## config.mk

```make
export PLATFORM = sky130hd
export DESIGN_NAME = oamd_decoder
export DESIGN_NICKNAME = d
export VERILOG_FILES = /design/src/core/oamd_pkg.sv /design/src/core/oamd_decoder.sv
export SDC_FILE = /design/constraint.sdc
export NUM_CORES = 1
export LEC_CHECK = 0
export BUFFER_PORTS_ARGS = -buffer_cell sky130_fd_sc_hd__buf_2
export CAP_MARGIN = 5
export CORE_MARGIN = 3
export CORE_UTILIZATION = 45
export CTS_CLUSTER_DIAMETER = 40
export DETAILED_ROUTE_END_ITERATION = 8
export PLACE_DENSITY = 0.66
export SLEW_MARGIN = 20
export SYNTH_ARGS = -nofsm -noshare
export SYNTH_HDL_FRONTEND = slang
export SYNTH_SLANG_ARGS = --single-unit
```

## constraint.sdc

```tcl
create_clock -name i_clk -period 3.9 [get_ports i_clk]
set_input_delay 0.39 -clock i_clk [delete_from_list [all_inputs] [get_ports i_clk]]
set_output_delay 0.39 -clock i_clk [all_outputs]
set_load 0.005 [all_outputs]
```

## src/core/oamd_pkg.sv

```systemverilog
// Package with mode codes, state codes, constants and decode helpers for the address decoder.
package oamd_pkg;

  // Operand addressing modes: seventeen codes in seven families.
  typedef enum logic [4:0] {
    OAMD_INH    = 5'h00, // Inherent, no operand bytes.
    OAMD_IMM    = 5'h01, // Immediate operand value.
    OAMD_SDIR   = 5'h02, // Short direct, page-zero address byte.
    OAMD_LDIR   = 5'h03, // Long direct, address word.
    OAMD_IX0    = 5'h04, // Indexed without offset.
    OAMD_IX1    = 5'h05, // Indexed with byte offset.
    OAMD_IX2    = 5'h06, // Indexed with word offset.
    OAMD_SIND   = 5'h07, // Short indirect, byte pointer.
    OAMD_LIND   = 5'h08, // Long indirect, word pointer.
    OAMD_SINDX  = 5'h09, // Short indirect indexed.
    OAMD_LINDX  = 5'h0a, // Long indirect indexed.
    OAMD_REL    = 5'h0b, // Relative, signed displacement byte.
    OAMD_RELIND = 5'h0c, // Relative indirect, displacement read via pointer.
    OAMD_BITDIR = 5'h0d, // Bit operation on a page-zero byte.
    OAMD_BITIND = 5'h0e, // Bit operation through a byte pointer.
    OAMD_BTJDIR = 5'h0f, // Bit test and jump, direct.
    OAMD_BTJIND = 5'h10  // Bit test and jump, through a byte pointer.
  } oamd_mode_type;

  // Controller states, one-hot.
  typedef enum logic [3:0] {
    CTL_IDLE = 4'h1, // Waiting for a start request.
    CTL_INST = 4'h2, // Reading the bytes that follow the opcode.
    CTL_PTR  = 4'h4, // Reading the page-zero pointer.
    CTL_CALC = 4'h8  // Forming the effective address.
  } oamd_state_type;

  // Reset values and fixed figures.
  localparam logic [7:0] OAMD_ZERO_PAGE = 8'h00; // High byte of every page-zero address.
  localparam logic [7:0] OAMD_BYTE_RST = 8'h00; // Reset value of captured bytes.
  localparam logic [15:0] OAMD_WORD_RST = 16'h0000; // Reset value of address words.
  localparam logic [15:0] OAMD_SHORT_IDX_MAX = 16'h01fe; // Top of the short indexed reach.
  localparam logic [1:0] OAMD_PHASE_ISSUE = 2'h0; // Phase that issues a read.
  localparam logic [1:0] OAMD_PHASE_DATA = 2'h2; // Phase in which read data is valid.
  localparam logic [1:0] OAMD_CNT_RST = 2'h0; // Reset value of byte counters.

  // Bytes read from the instruction stream after the opcode and any prefix.
  function automatic logic [1:0] oamd_inst_bytes(input oamd_mode_type m);
    unique case (m)
      OAMD_INH, OAMD_IX0: oamd_inst_bytes = 2'h0;
      OAMD_LDIR, OAMD_IX2, OAMD_BTJDIR, OAMD_BTJIND: oamd_inst_bytes = 2'h2;
      default: oamd_inst_bytes = 2'h1;
    endcase
  endfunction

  // Bytes read from the page-zero pointer.
  function automatic logic [1:0] oamd_ptr_bytes(input oamd_mode_type m);
    unique case (m)
      OAMD_LIND, OAMD_LINDX: oamd_ptr_bytes = 2'h2;
      OAMD_SIND, OAMD_SINDX, OAMD_RELIND, OAMD_BITIND, OAMD_BTJIND: oamd_ptr_bytes = 2'h1;
      default: oamd_ptr_bytes = 2'h0;
    endcase
  endfunction

  // Long forms, which reach the full 64 Kbyte space.
  function automatic logic oamd_is_long(input oamd_mode_type m);
    oamd_is_long = (m == OAMD_LDIR) || (m == OAMD_IX2) || (m == OAMD_LIND) || (m == OAMD_LINDX);
  endfunction

  // Instruction length beyond the opcode, prefix bytes included.
  function automatic logic [1:0] oamd_len(input oamd_mode_type m);
    unique case (m)
      OAMD_INH, OAMD_IX0: oamd_len = 2'h0;
      OAMD_IMM, OAMD_SDIR, OAMD_IX1, OAMD_REL, OAMD_BITDIR: oamd_len = 2'h1;
      OAMD_BTJIND: oamd_len = 2'h3;
      default: oamd_len = 2'h2;
    endcase
  endfunction

endpackage

```

## src/core/oamd_decoder.sv

```systemverilog
// Operand addressing mode decoder: fetches operand bytes and forms the effective address.
// How it works
// RULE_01: Seventeen modes in seven families; others rejected.
// RULE_02: Immediate takes one byte as operand value.
// RULE_03: Short direct reads one page-zero address byte.
// RULE_04: Long direct reads a two-byte address word.
// RULE_05: Indexed address is unsigned index plus offset.
// RULE_06: No-offset indexed reads nothing, uses index alone.
// RULE_07: Byte-offset indexed sum reaches up to 1FE.
// RULE_08: Word-offset indexed reads two bytes, full space.
// RULE_09: Read-modify-write accepts short forms only.
// RULE_10: Long forms cost more bytes and cycles.
// RULE_11: Indirect reads page-zero pointer, then optional index.
`timescale 1ns/1ns
`default_nettype none

module oamd_decoder
  import oamd_pkg::*;
(
  input wire logic i_clk, // Core clock, 125 MHz.
  input wire logic i_rst_n, // Synchronous reset, active low.
  input wire logic i_ce, // Clock enable; all state holds while low.
  input wire logic i_start, // Request to decode one operand, taken when idle.
  input wire logic [4:0] i_mode, // Addressing mode code of the request.
  input wire logic i_rmw, // High when the instruction is read-modify-write.
  input wire logic [7:0] i_index, // Selected index register value.
  input wire logic [15:0] i_pc, // Address of the first byte after the opcode.
  input wire logic [7:0] i_mem_data, // Memory read data, valid the cycle after a read.
  output logic o_busy, // High while a request is being worked.
  output logic o_done, // One-cycle pulse with the result.
  output logic o_err, // Request refused, valid with o_done.
  output logic [15:0] o_ea, // Effective operand address or branch target.
  output logic [7:0] o_operand, // Immediate value or branch displacement.
  output logic [1:0] o_len, // Instruction bytes beyond the opcode.
  output logic o_mem_rd, // Memory read strobe.
  output logic [15:0] o_mem_addr // Memory read address.
);

  oamd_state_type state_q; // Controller state.
  logic [1:0] phase_q; // Step within one memory read.
  logic [1:0] cnt_q; // Bytes read so far in the current state.
  logic err_q; // Request refused.
  oamd_mode_type mode_q; // Captured mode.
  logic rmw_q; // Captured read-modify-write flag.
  logic [7:0] idx_q; // Captured index register.
  logic [15:0] pc_q; // Captured instruction stream address.
  logic [7:0] inst_q [2]; // Bytes read after the opcode.
  logic [7:0] ptr_q [2]; // Pointer bytes read from page zero.
  logic busy_q; // Busy flag.
  logic done_q; // Result pulse.
  logic [15:0] ea_q; // Result address.
  logic [7:0] operand_q; // Result operand byte.
  logic [1:0] len_q; // Result length.
  logic mem_rd_q; // Read strobe.
  logic [15:0] mem_addr_q; // Read address.
  logic [15:0] ea_d; // Next result address.
  logic [7:0] operand_d; // Next result operand byte.
  logic [2:0] rd_cnt_q; // Reads issued for this request, watched by the checks.
  oamd_mode_type mode_in; // Incoming mode as a typed value.
  logic bad_in; // Incoming request must be refused.
  logic [1:0] step_bytes; // Bytes to read in the current reading state.

  // Incoming request decode.
  assign mode_in = oamd_mode_type'(i_mode);
  assign bad_in = (i_mode > OAMD_BTJIND) || (i_rmw && oamd_is_long(mode_in)); // RULE_01 RULE_09

  // Instruction and pointer reads share one sequence; only the byte count differs.
  assign step_bytes = (state_q == CTL_PTR) ? oamd_ptr_bytes(mode_q) : oamd_inst_bytes(mode_q);

  // Controller sequence; each memory read takes three steps: issue, wait, capture.
  always_ff @(posedge i_clk)
  begin
    if (!i_rst_n)
    begin
      state_q <= CTL_IDLE;
      phase_q <= OAMD_PHASE_ISSUE;
      cnt_q <= OAMD_CNT_RST;
      err_q <= 1'b0;
    end
    else if (i_ce)
    begin
      unique case (state_q)
        CTL_IDLE:
        begin
          phase_q <= OAMD_PHASE_ISSUE;
          cnt_q <= OAMD_CNT_RST;
          if (i_start)
          begin
            err_q <= bad_in;
            // A refused request or one with no following byte goes straight to the result.
            if (bad_in || (oamd_inst_bytes(mode_in) == 2'h0))
            begin
              state_q <= CTL_CALC; // RULE_06
            end
            else
            begin
              state_q <= CTL_INST;
            end
          end
        end
        CTL_INST, CTL_PTR:
        begin
          if (phase_q == OAMD_PHASE_DATA)
          begin
            phase_q <= OAMD_PHASE_ISSUE;
            if ((cnt_q + 2'h1) != step_bytes)
            begin
              cnt_q <= cnt_q + 2'h1; // RULE_04 RULE_08 RULE_10 RULE_11
            end
            else
            begin
              // The last instruction byte moves on to the pointer, if any, or to the result.
              cnt_q <= OAMD_CNT_RST;
              if ((state_q == CTL_INST) && (oamd_ptr_bytes(mode_q) != 2'h0))
              begin
                state_q <= CTL_PTR; // RULE_11
              end
              else
              begin
                state_q <= CTL_CALC;
              end
            end
          end
          else
          begin
            phase_q <= phase_q + 2'h1;
          end
        end
        CTL_CALC:
        begin
          state_q <= CTL_IDLE;
        end
        default:
        begin
          // An illegal state code recovers to idle.
          state_q <= CTL_IDLE;
        end
      endcase
    end
  end

  // Request capture; held until the next request so results stay consistent.
  always_ff @(posedge i_clk)
  begin
    if (!i_rst_n)
    begin
      mode_q <= OAMD_INH;
      rmw_q <= 1'b0;
      idx_q <= OAMD_BYTE_RST;
      pc_q <= OAMD_WORD_RST;
    end
    else if (i_ce && (state_q == CTL_IDLE) && i_start)
    begin
      mode_q <= mode_in;
      rmw_q <= i_rmw;
      idx_q <= i_index;
      pc_q <= i_pc;
    end
  end

  // Byte capture from memory; words arrive high byte first.
  always_ff @(posedge i_clk)
  begin
    if (!i_rst_n)
    begin
      inst_q <= '{OAMD_BYTE_RST, OAMD_BYTE_RST};
      ptr_q <= '{OAMD_BYTE_RST, OAMD_BYTE_RST};
    end
    else if (i_ce)
    begin
      if ((state_q == CTL_IDLE) && i_start)
      begin
        // Clear stale bytes so unused ones read as zero.
        inst_q <= '{OAMD_BYTE_RST, OAMD_BYTE_RST};
        ptr_q <= '{OAMD_BYTE_RST, OAMD_BYTE_RST};
      end
      else if ((state_q == CTL_INST) && (phase_q == OAMD_PHASE_DATA))
      begin
        inst_q[cnt_q[0]] <= i_mem_data; // RULE_02 RULE_03
      end
      else if ((state_q == CTL_PTR) && (phase_q == OAMD_PHASE_DATA))
      begin
        ptr_q[cnt_q[0]] <= i_mem_data; // RULE_11
      end
    end
  end

  // Memory read strobe and address.
  always_ff @(posedge i_clk)
  begin
    if (!i_rst_n)
    begin
      mem_rd_q <= 1'b0;
      mem_addr_q <= OAMD_WORD_RST;
    end
    else if (i_ce)
    begin
      mem_rd_q <= 1'b0;
      if ((state_q == CTL_INST) && (phase_q == OAMD_PHASE_ISSUE))
      begin
        // Instruction bytes follow the opcode in order.
        mem_rd_q <= 1'b1;
        mem_addr_q <= pc_q + {15'h0000, cnt_q[0]};
      end
      else if ((state_q == CTL_PTR) && (phase_q == OAMD_PHASE_ISSUE))
      begin
        // Pointer bytes always sit in page zero and wrap within it.
        mem_rd_q <= 1'b1;
        mem_addr_q <= {OAMD_ZERO_PAGE, inst_q[0] + {7'h00, cnt_q[0]}}; // RULE_11
      end
    end
  end

  // Effective address and operand for each mode.
  always_comb
  begin
    ea_d = OAMD_WORD_RST;
    operand_d = OAMD_BYTE_RST;
    unique case (mode_q)
      OAMD_IMM:
      begin
        ea_d = pc_q; // Where the value byte lives.
        operand_d = inst_q[0]; // RULE_02
      end
      OAMD_SDIR, OAMD_BITDIR: ea_d = {OAMD_ZERO_PAGE, inst_q[0]}; // RULE_03
      OAMD_BTJDIR:
      begin
        ea_d = {OAMD_ZERO_PAGE, inst_q[0]};
        operand_d = inst_q[1];
      end
      OAMD_LDIR: ea_d = {inst_q[0], inst_q[1]}; // RULE_04
      OAMD_IX0: ea_d = {OAMD_ZERO_PAGE, idx_q}; // RULE_06
      OAMD_IX1: ea_d = {7'h00, {1'b0, idx_q} + {1'b0, inst_q[0]}}; // RULE_05 RULE_07
      OAMD_IX2: ea_d = {inst_q[0], inst_q[1]} + {8'h00, idx_q}; // RULE_05 RULE_08
      OAMD_SIND, OAMD_BITIND: ea_d = {OAMD_ZERO_PAGE, ptr_q[0]}; // RULE_11
      OAMD_BTJIND:
      begin
        ea_d = {OAMD_ZERO_PAGE, ptr_q[0]};
        operand_d = inst_q[1];
      end
      OAMD_LIND: ea_d = {ptr_q[0], ptr_q[1]}; // RULE_11
      OAMD_SINDX: ea_d = {7'h00, {1'b0, idx_q} + {1'b0, ptr_q[0]}}; // RULE_05 RULE_11
      OAMD_LINDX: ea_d = {ptr_q[0], ptr_q[1]} + {8'h00, idx_q}; // RULE_05 RULE_11
      OAMD_REL:
      begin
        // Target is the next instruction plus the signed displacement.
        ea_d = pc_q + 16'h0001 + {{8{inst_q[0][7]}}, inst_q[0]};
        operand_d = inst_q[0];
      end
      OAMD_RELIND:
      begin
        ea_d = pc_q + 16'h0001 + {{8{ptr_q[0][7]}}, ptr_q[0]};
        operand_d = ptr_q[0];
      end
      default:
      begin
        ea_d = OAMD_WORD_RST;
        operand_d = OAMD_BYTE_RST;
      end
    endcase
  end

  // Result registers; a refused request returns zeros with the error flag.
  always_ff @(posedge i_clk)
  begin
    if (!i_rst_n)
    begin
      busy_q <= 1'b0;
      done_q <= 1'b0;
      ea_q <= OAMD_WORD_RST;
      operand_q <= OAMD_BYTE_RST;
      len_q <= OAMD_CNT_RST;
    end
    else if (i_ce)
    begin
      done_q <= 1'b0;
      if ((state_q == CTL_IDLE) && i_start)
      begin
        busy_q <= 1'b1;
      end
      else if (state_q == CTL_CALC)
      begin
        busy_q <= 1'b0;
        done_q <= 1'b1;
        ea_q <= err_q ? OAMD_WORD_RST : ea_d;
        operand_q <= err_q ? OAMD_BYTE_RST : operand_d;
        len_q <= err_q ? OAMD_CNT_RST : oamd_len(mode_q); // RULE_10
      end
    end
  end

  // Count of reads per request, for the checks below.
  always_ff @(posedge i_clk)
  begin
    if (!i_rst_n)
    begin
      rd_cnt_q <= 3'h0;
    end
    else if (i_ce)
    begin
      if ((state_q == CTL_IDLE) && i_start)
      begin
        rd_cnt_q <= 3'h0;
      end
      else if (mem_rd_q)
      begin
        rd_cnt_q <= rd_cnt_q + 3'h1;
      end
    end
  end

  // Outputs straight from their flip-flops.
  assign o_busy = busy_q;
  assign o_done = done_q;
  assign o_err = err_q;
  assign o_ea = ea_q;
  assign o_operand = operand_q;
  assign o_len = len_q;
  assign o_mem_rd = mem_rd_q;
  assign o_mem_addr = mem_addr_q;

  // Checks on the decoded results and on the memory reads.
  mode_range_chk_a: assert property (@(posedge i_clk) disable iff (!i_rst_n) // RULE_01
    (done_q && (mode_q > OAMD_BTJIND)) |-> err_q)
    else $error("Unknown mode code was not refused.");
  imm_value_chk_a: assert property (@(posedge i_clk) disable iff (!i_rst_n) // RULE_02
    (done_q && (mode_q == OAMD_IMM)) |-> ((operand_q == inst_q[0]) && (len_q == 2'h1)
      && (rd_cnt_q == 3'h1) && (ea_q == pc_q)))
    else $error("Immediate operand or length is wrong.");
  short_dir_chk_a: assert property (@(posedge i_clk) disable iff (!i_rst_n) // RULE_03
    (done_q && (mode_q == OAMD_SDIR)) |-> ((ea_q == {8'h00, inst_q[0]}) && (rd_cnt_q == 3'h1)))
    else $error("Short direct address is wrong.");
  long_dir_chk_a: assert property (@(posedge i_clk) disable iff (!i_rst_n) // RULE_04
    (done_q && (mode_q == OAMD_LDIR) && !err_q) |-> (ea_q == {inst_q[0], inst_q[1]}))
    else $error("Long direct address is wrong.");
  index_sum_chk_a: assert property (@(posedge i_clk) disable iff (!i_rst_n) // RULE_05
    (done_q && (mode_q == OAMD_IX2) && !err_q) |-> (ea_q == ({inst_q[0], inst_q[1]} + {8'h00, idx_q})))
    else $error("Indexed sum is wrong.");
  no_offset_chk_a: assert property (@(posedge i_clk) disable iff (!i_rst_n) // RULE_06
    ((state_q == CTL_IDLE) && i_ce && i_start && (i_mode == OAMD_IX0) && !i_rmw)
      |=> ((state_q == CTL_CALC) && (rd_cnt_q == 3'h0)))
    else $error("No-offset indexed mode read a byte.");
  short_idx_chk_a: assert property (@(posedge i_clk) disable iff (!i_rst_n) // RULE_07
    (done_q && (mode_q == OAMD_IX1)) |-> ((ea_q <= OAMD_SHORT_IDX_MAX)
      && (ea_q == ({8'h00, idx_q} + {8'h00, inst_q[0]}))))
    else $error("Short indexed address is wrong.");
  long_idx_chk_a: assert property (@(posedge i_clk) disable iff (!i_rst_n) // RULE_08
    (done_q && (mode_q == OAMD_IX2) && !err_q) |-> ((len_q == 2'h2) && (rd_cnt_q == 3'h2)))
    else $error("Long indexed did not read two bytes.");
  rmw_short_chk_a: assert property (@(posedge i_clk) disable iff (!i_rst_n) // RULE_09
    (done_q && (mode_q <= OAMD_BTJIND)) |-> (err_q == (rmw_q && oamd_is_long(mode_q))))
    else $error("Read-modify-write form check is wrong.");
  long_cost_chk_a: assert property (@(posedge i_clk) disable iff (!i_rst_n) // RULE_10
    (done_q && (mode_q == OAMD_LDIR) && !err_q) |-> ((rd_cnt_q == 3'h2) && (len_q == 2'h2)))
    else $error("Long direct did not cost two bytes.");
  indirect_chk_a: assert property (@(posedge i_clk) disable iff (!i_rst_n) // RULE_11
    (done_q && (mode_q == OAMD_LINDX) && !err_q) |-> ((rd_cnt_q == 3'h3)
      && (ea_q == ({ptr_q[0], ptr_q[1]} + {8'h00, idx_q}))))
    else $error("Long indirect indexed address is wrong.");
  ptr_page_chk_a: assert property (@(posedge i_clk) disable iff (!i_rst_n) // RULE_11
    (mem_rd_q && (state_q == CTL_PTR)) |-> (mem_addr_q[15:8] == 8'h00))
    else $error("Pointer read left page zero.");

endmodule

`default_nettype wire

```

==> metrics.cfg, run 1 <==
[synth]
ys_types=82
async_flop_share=0
syn_inst=1093
netlist_area_sq_um=8240
ys_seq_elements=117
synth.net_count=1181
synth-edff-count=0
synthFlopType=dfxtp_1
ys_seq_area_frac=0.284
ys_warn_count=0
syn_area_per_cell_sq_um=7.54

[floorplan]
die_w_um=141
ios=88
initial_core_util=0.468
rows=48
die_h_um=141
fp.coreArea_sq_um=17600
dieArea_sq_um=20000

[grt]
grt_max_degree=56
grt_pass1_vias=8245
grtUsageTotal=0.282
grt_pass1_wl_um=44500
overflow=0
antenna_found_initial=2

[clock_tree]
cts_tree=done
cts.sinks=117
cts-resized-gates=0
clock-root-buffer=clkbuf_16
hold_buffers=0
cts_buffers=17
post-cts-setup-buffers=0
htreeDepth=4
clk_latency_ns=0.43
clkTransAtPathRegs_ns=0.06
max-clock-path-buffers=2

[detailed_routing]
wirelength_um=28400
drc=0
first_iter_violations=1099
vias=8767
firstDrtPassIters=9
viasPerCell=6.20
antenna_left=0
post_drt_wl_per_cell_um=20.1

[placement]
postPlaceCellArea_sq_um=9080
place_inst=1385
pre_cts_slack_ns=0.241
place_hpwl_um=20700
gp_congestion=0.962
portBuffers=87

[pwr]
vdd_drop_max_v=0.000313
power.density_nw_per_um2=345
leakagePower_uw=0.00393

[timing]
timing.final.ws_setup_ns=0.204
finalCritPeriodShare=0.948
achievable-frequency_ghz=0.271
final-max-slew-violation-count=0
finClkSkew_ns=0.00962
setup_violations=0
rsz0062_at_grt=false
worstMarginPinSlew_ns=1.02
final.setup.tns_ns=0
period_minus_slack_ns=3.70
max_slew_margin=0.314
hold_viol=0

[setup_path]
path_max_fanout=15
r2r_start=mode_q[0]$_SDFFE_PN0P_
r2r.worst_path.cells=13
reg2reg_slack_ns=0.20
crit_start=mode_q[0]$_SDFFE_PN0P_
crit_required_ns=4.26
r2r_end=o_ea[15]$_SDFFE_PN0P_
worstSetupPathType=flop to flop
cp-end-kind=flop
cp-start-kind=flop
crit_end=o_ea[15]$_SDFFE_PN0P_
critical_path_arrival_ns=4.05

[cells_and_area]
final_nets=1267
fin_area_sq_um=9660
area_delta_synth_final_pct=17.2
drive_above_1_share=0.180
stdcell_count=1415
fin_util=0.549
fillers=1720
antenna_cells=0

[worst_hold_path]
hp-class=primary input to flop

[run_status]
status=complete, no violations

[run]
drv_cap=0

[state kept, by name (all words and copies together) (netlist names), named ones only]
register    cells
inst_q         16
o_ea           16
o_mem_addr     16
pc_q           16
ptr_q          16
idx_q           8
o_operand       8
mode_q          5
state_q         4
cnt_q           2
o_len           2
phase_q         2
o_busy          1
o_done          1
o_err           1
o_mem_rd        1
[stage by stage]
step / hold slack (ns) / total power (uW)
after detailed placement: 0.446 / 1790
after global routing: 0.200 / 3460
after CTS: 0.191 / 3340
final: 0.197 / 3340
after global placement: 0.442 / 1790
after floorplan: 0.445 / 1610
[cell families (layout without fill, tap and decap cells)]
family,after synthesis,count (layout),share of synthesized area
AOI/OAI and AO/OA,302,302,0.240
DFF,117,117,0.284
adders and majority gates,46,46,0.0726
xor gates and xnor gates,67,67,0.0712
muxes,29,29,0.0392
buffers and inverters,100,197,0.0499
and+or+nand+nor,432,432,0.243
[synthesized netlist by cell type, drive strengths merged (5+ instances only)]
library cell  number  area share
a211oi             9      0.0082
a21o               7      0.0064
a21oi            125       0.076
a221oi            10       0.011
a222oi            13       0.016
a22oi             43       0.039
and3               9      0.0070
buf               17       0.012
clkbuf            58       0.027
dfxtp            117        0.28
ha                43       0.065
inv               25       0.011
mux2              16       0.022
mux2i             12       0.015
nand2            178       0.081
nand2b            11      0.0083
nand3             50       0.032
nand4             12      0.0091
nor2             105       0.049
nor2b              5      0.0038
nor3              14      0.0085
nor3b              6      0.0055
nor4               7      0.0053
o211ai             6      0.0067
o21ai             35       0.021
o31ai              6      0.0061
or3                6      0.0047
or4                5      0.0050
xnor2             41       0.044
xor2              26       0.028
[per-layer routing]
layer  track usage  routed length [um]
met5             0                  13
met4         0.136                1330
met3        0.0694                2890
met2         0.440               12700
met1         0.367               11500
[critical path, stage by stage (launching register included)]
cell and delay (ns):
dfxtp_1 0.31, or2_2 0.34, nor2_1 0.13, buf_4 0.24
mux2_2 0.36, ha_1 0.38, a21oi_1 0.17, nand3_1 0.16
o2bb2ai_1 0.19, o22ai_2 0.12, o311a_1 0.39, a41o_1 0.27
or4_1 0.47, o211ai_1 0.10
[power breakdown]
part / switching, uW / internal (uW) / leakage (uW)
Clock: 578 / 978 / 0.000281
Combinational: 318 / 183 / 0.00270
Sequential: 49.2 / 1230 / 0.000948
[worst min path at each step]
| stage | startpoint | end | slack [ns] | cells past startpoint |
|---|---|---|---|---|
| floorplan | ptr_q[7]$_SDFFE_PN0P_ | ptr_q[7]$_SDFFE_PN0P_ | 0.44 | 2 |
| global placement | o_ea[1]$_SDFFE_PN0P_ | o_ea[1]$_SDFFE_PN0P_ | 0.44 | 2 |
| detailed placement | o_ea[1]$_SDFFE_PN0P_ | o_ea[1]$_SDFFE_PN0P_ | 0.45 | 2 |
| CTS | i_index[2] | idx_q[2]$_SDFFE_PN0P_ | 0.19 | 3 |
| global route | i_pc[9] | pc_q[9]$_SDFFE_PN0P_ | 0.20 | 3 |
| finish | i_pc[12] | pc_q[12]$_SDFFE_PN0P_ | 0.20 | 3 |
[layout by cell type, fill, tap and decap left out, drive strengths merged, types with 13 or more instances in the layout]
cell type    n
o21ai       35
nand2      178
inv         24
clkbuf      21
ha          43
dfxtp      117
a222oi      13
xor2        26
buf        142
nor2       105
a21oi      125
xnor2       41
nor3        14
mux2        16
a22oi       43
nand3       50
[area by class of cell]
class	instances	area [sq um]	share of cell area
multi-input cells	876	5520	0.571
flip-flops and latches	117	2340	0.243
repair buffers	142	848	0.0878
clock buffers	21	470	0.0487
well taps	225	282	0.0291
clock inverters	9	104	0.0107
inverters	25	95.1	0.00984
Power figures use the tool's default switching activity.
==> run 2, diff against run 1 <==
Settings changed: CORE_ASPECT_RATIO set to 1.75.
==> metrics.cfg, run 2 (synthesized netlist as in run 1, its figures left out) <==
[run_status]
status=complete, no violations  ; unchanged

[setup_path]
critical_path_arrival_ns=4.00  ; was 4.05 ns
crit_required_ns=4.25  ; was 4.26 ns
cp-start-kind=flop  ; unchanged
cp-end-kind=flop  ; unchanged
path_max_fanout=15  ; unchanged
worstSetupPathType=flop to flop  ; unchanged

[cells_and_area]
drive_above_1_share=0.178  ; was 0.180
fin_util=0.545  ; was 0.549
area_delta_synth_final_pct=17.1  ; was 17.2%
multi_input_area_sq_um=5500  ; was 5520 sq um
final_common_cell=nand2_1  ; unchanged
final_nets=1263  ; was 1267
fin_area_sq_um=9650  ; was 9660 sq um
final_cell_mix=nand2_1 (177), a21oi_1 (125), dfxtp_1 (115)  ; was nand2_1 (177), a21oi_1 (124), dfxtp_1 (115)
seqCellArea_sq_um=2340  ; unchanged
antenna_cells=0  ; unchanged
fillers=1812  ; was 1720

[timing]
finalCritPeriodShare=0.936  ; was 0.948
final-max-slew-violation-count=0  ; unchanged
hold_viol=0  ; unchanged
achievable-frequency_ghz=0.274  ; was 0.271 GHz
max_slew_margin=0.246  ; was 0.314
worstMarginPinSlew_ns=1.12  ; was 1.02 ns
period_minus_slack_ns=3.65  ; was 3.70 ns
rsz0062_at_grt=false  ; unchanged
setup_violations=0  ; unchanged
final.setup.tns_ns=0  ; unchanged
finClkSkew_ns=0.0110  ; was 0.00962 ns

[detailed_routing]
drc=0  ; unchanged
firstDrtPassIters=8  ; was 9
viasPerCell=6.20  ; about the same
vias=8792  ; was 8767
wirelength_um=29900  ; was 28400 um
first_iter_violations=736  ; was 1099
antenna_left=0  ; unchanged
post_drt_wl_per_cell_um=21.0  ; was 20.1 um

[clock_tree]
clkTransAtPathRegs_ns=0.06  ; about the same
cts.sinks=117  ; unchanged
clock-root-buffer=clkbuf_16  ; unchanged
cts_tree=done  ; unchanged
hold_buffers=0  ; unchanged
post-cts-setup-buffers=0  ; unchanged
max-clock-path-buffers=2  ; unchanged
cts-resized-gates=0  ; unchanged
clk_latency_ns=0.42  ; was 0.43 ns
htreeDepth=4  ; unchanged
cts_buffers=17  ; unchanged

[placement]
place_hpwl_um=22500  ; was 20700 um
portBuffers=87  ; unchanged
gp_congestion=1.06  ; was 0.962
postPlaceCellArea_sq_um=9050  ; was 9080 sq um

[pwr]
power.density_nw_per_um2=352  ; was 345 nW/um^2
leakagePower_uw=0.00392  ; was 0.00393 uW
total_power_uw=3400  ; was 3340 uW
vdd_drop_max_v=0.000291  ; was 0.000313 V

[run]
drv_cap=0  ; unchanged

[grt]
grt_max_degree=58  ; was 56
overflow=0  ; unchanged
grt_pass1_wl_um=46500  ; was 44500 um
antenna_found_initial=0  ; was 2
grt_pass1_vias=8513  ; was 8245
grtUsageTotal=0.305  ; was 0.282

[floorplan]
ios=88  ; unchanged
dieArea_sq_um=20000  ; about the same
fp.coreArea_sq_um=17700  ; was 17600 sq um
die_h_um=185  ; was 141 um
die_w_um=108  ; was 141 um
rows=64  ; was 48
initial_core_util=0.466  ; was 0.468

[worst_hold_path]
hp-class=primary input to flop  ; unchanged

-- run 2: cell types whose count changed in the layout (fill, tap and decap cells not counted), sizes merged --
cell,previous run,this run
buf,142,138
clkbuf,21,17
inv,24,27
clkinv,6,8
bufinv,2,3
-- run 2: path summary, 6_finish.rpt --
kind	start	end	slack [ns]	depth (start not counted)
max reg2reg	mode_q[0]$_SDFFE_PN0P_	o_ea[15]$_SDFFE_PN0P_	0.25	13
min	i_index[4]	idx_q[4]$_SDFFE_PN0P_	0.20	3
max	mode_q[0]$_SDFFE_PN0P_	o_ea[15]$_SDFFE_PN0P_	0.25	13
min reg2reg	o_ea[2]$_SDFFE_PN0P_	o_ea[2]$_SDFFE_PN0P_	0.45	2
-- run 2: area by class of cell --
class | count | area share
clock buffer | 17 | 0.0441
multi-input combinational | 876 | 0.570
timing repair buffer | 138 | 0.0848
inverter | 25 | 0.00985
tap | 231 | 0.0299
clock inverter | 15 | 0.0184
sequential | 117 | 0.243
-- run 2: critical path, stage by stage (launching register included) --
cell and delay, ns:
dfxtp_1 0.31, or2_2 0.34, nor2_1 0.12, buf_4 0.23, mux2_2 0.36, ha_1 0.37, a21oi_1 0.19, nand3_1 0.17
o2bb2ai_1 0.19, o22ai_2 0.11, o311a_1 0.38, a41o_1 0.26, or4_1 0.46, o211ai_1 0.10
-- run 2: through the flow --
step | hold slack [ns] | cells | setup WS (ns)
after global placement | 0.440 | 1387 | 0.311
after floorplan | 0.445 | 1093 | 0.0405
after CTS | 0.188 | 1419 | 0.206
after global routing | 0.202 | 1419 | 0.0179
final | 0.195 | 1419 | 0.251
after detailed placement | 0.446 | 1387 | 0.232
-- run 2: power by group --
group / switching, uW / total [uW] / internal [uW] / leakage [uW]
combinational: 318 / 497 / 179 / 0.00268
sequential: 51.4 / 1280 / 1230 / 0.000948
clock: 611 / 1620 / 1010 / 0.000294
total: 980 / 3400 / 2420 / 0.00392
-- run 2: per-layer routing --
metal	up-vias	global-route usage	routed length, um
li1	4111	-	-
met1	4114	0.333	10800
met2	406	0.521	14400
met3	161	0.0474	1930
met4	0	0.233	2670
met5	-	0	0
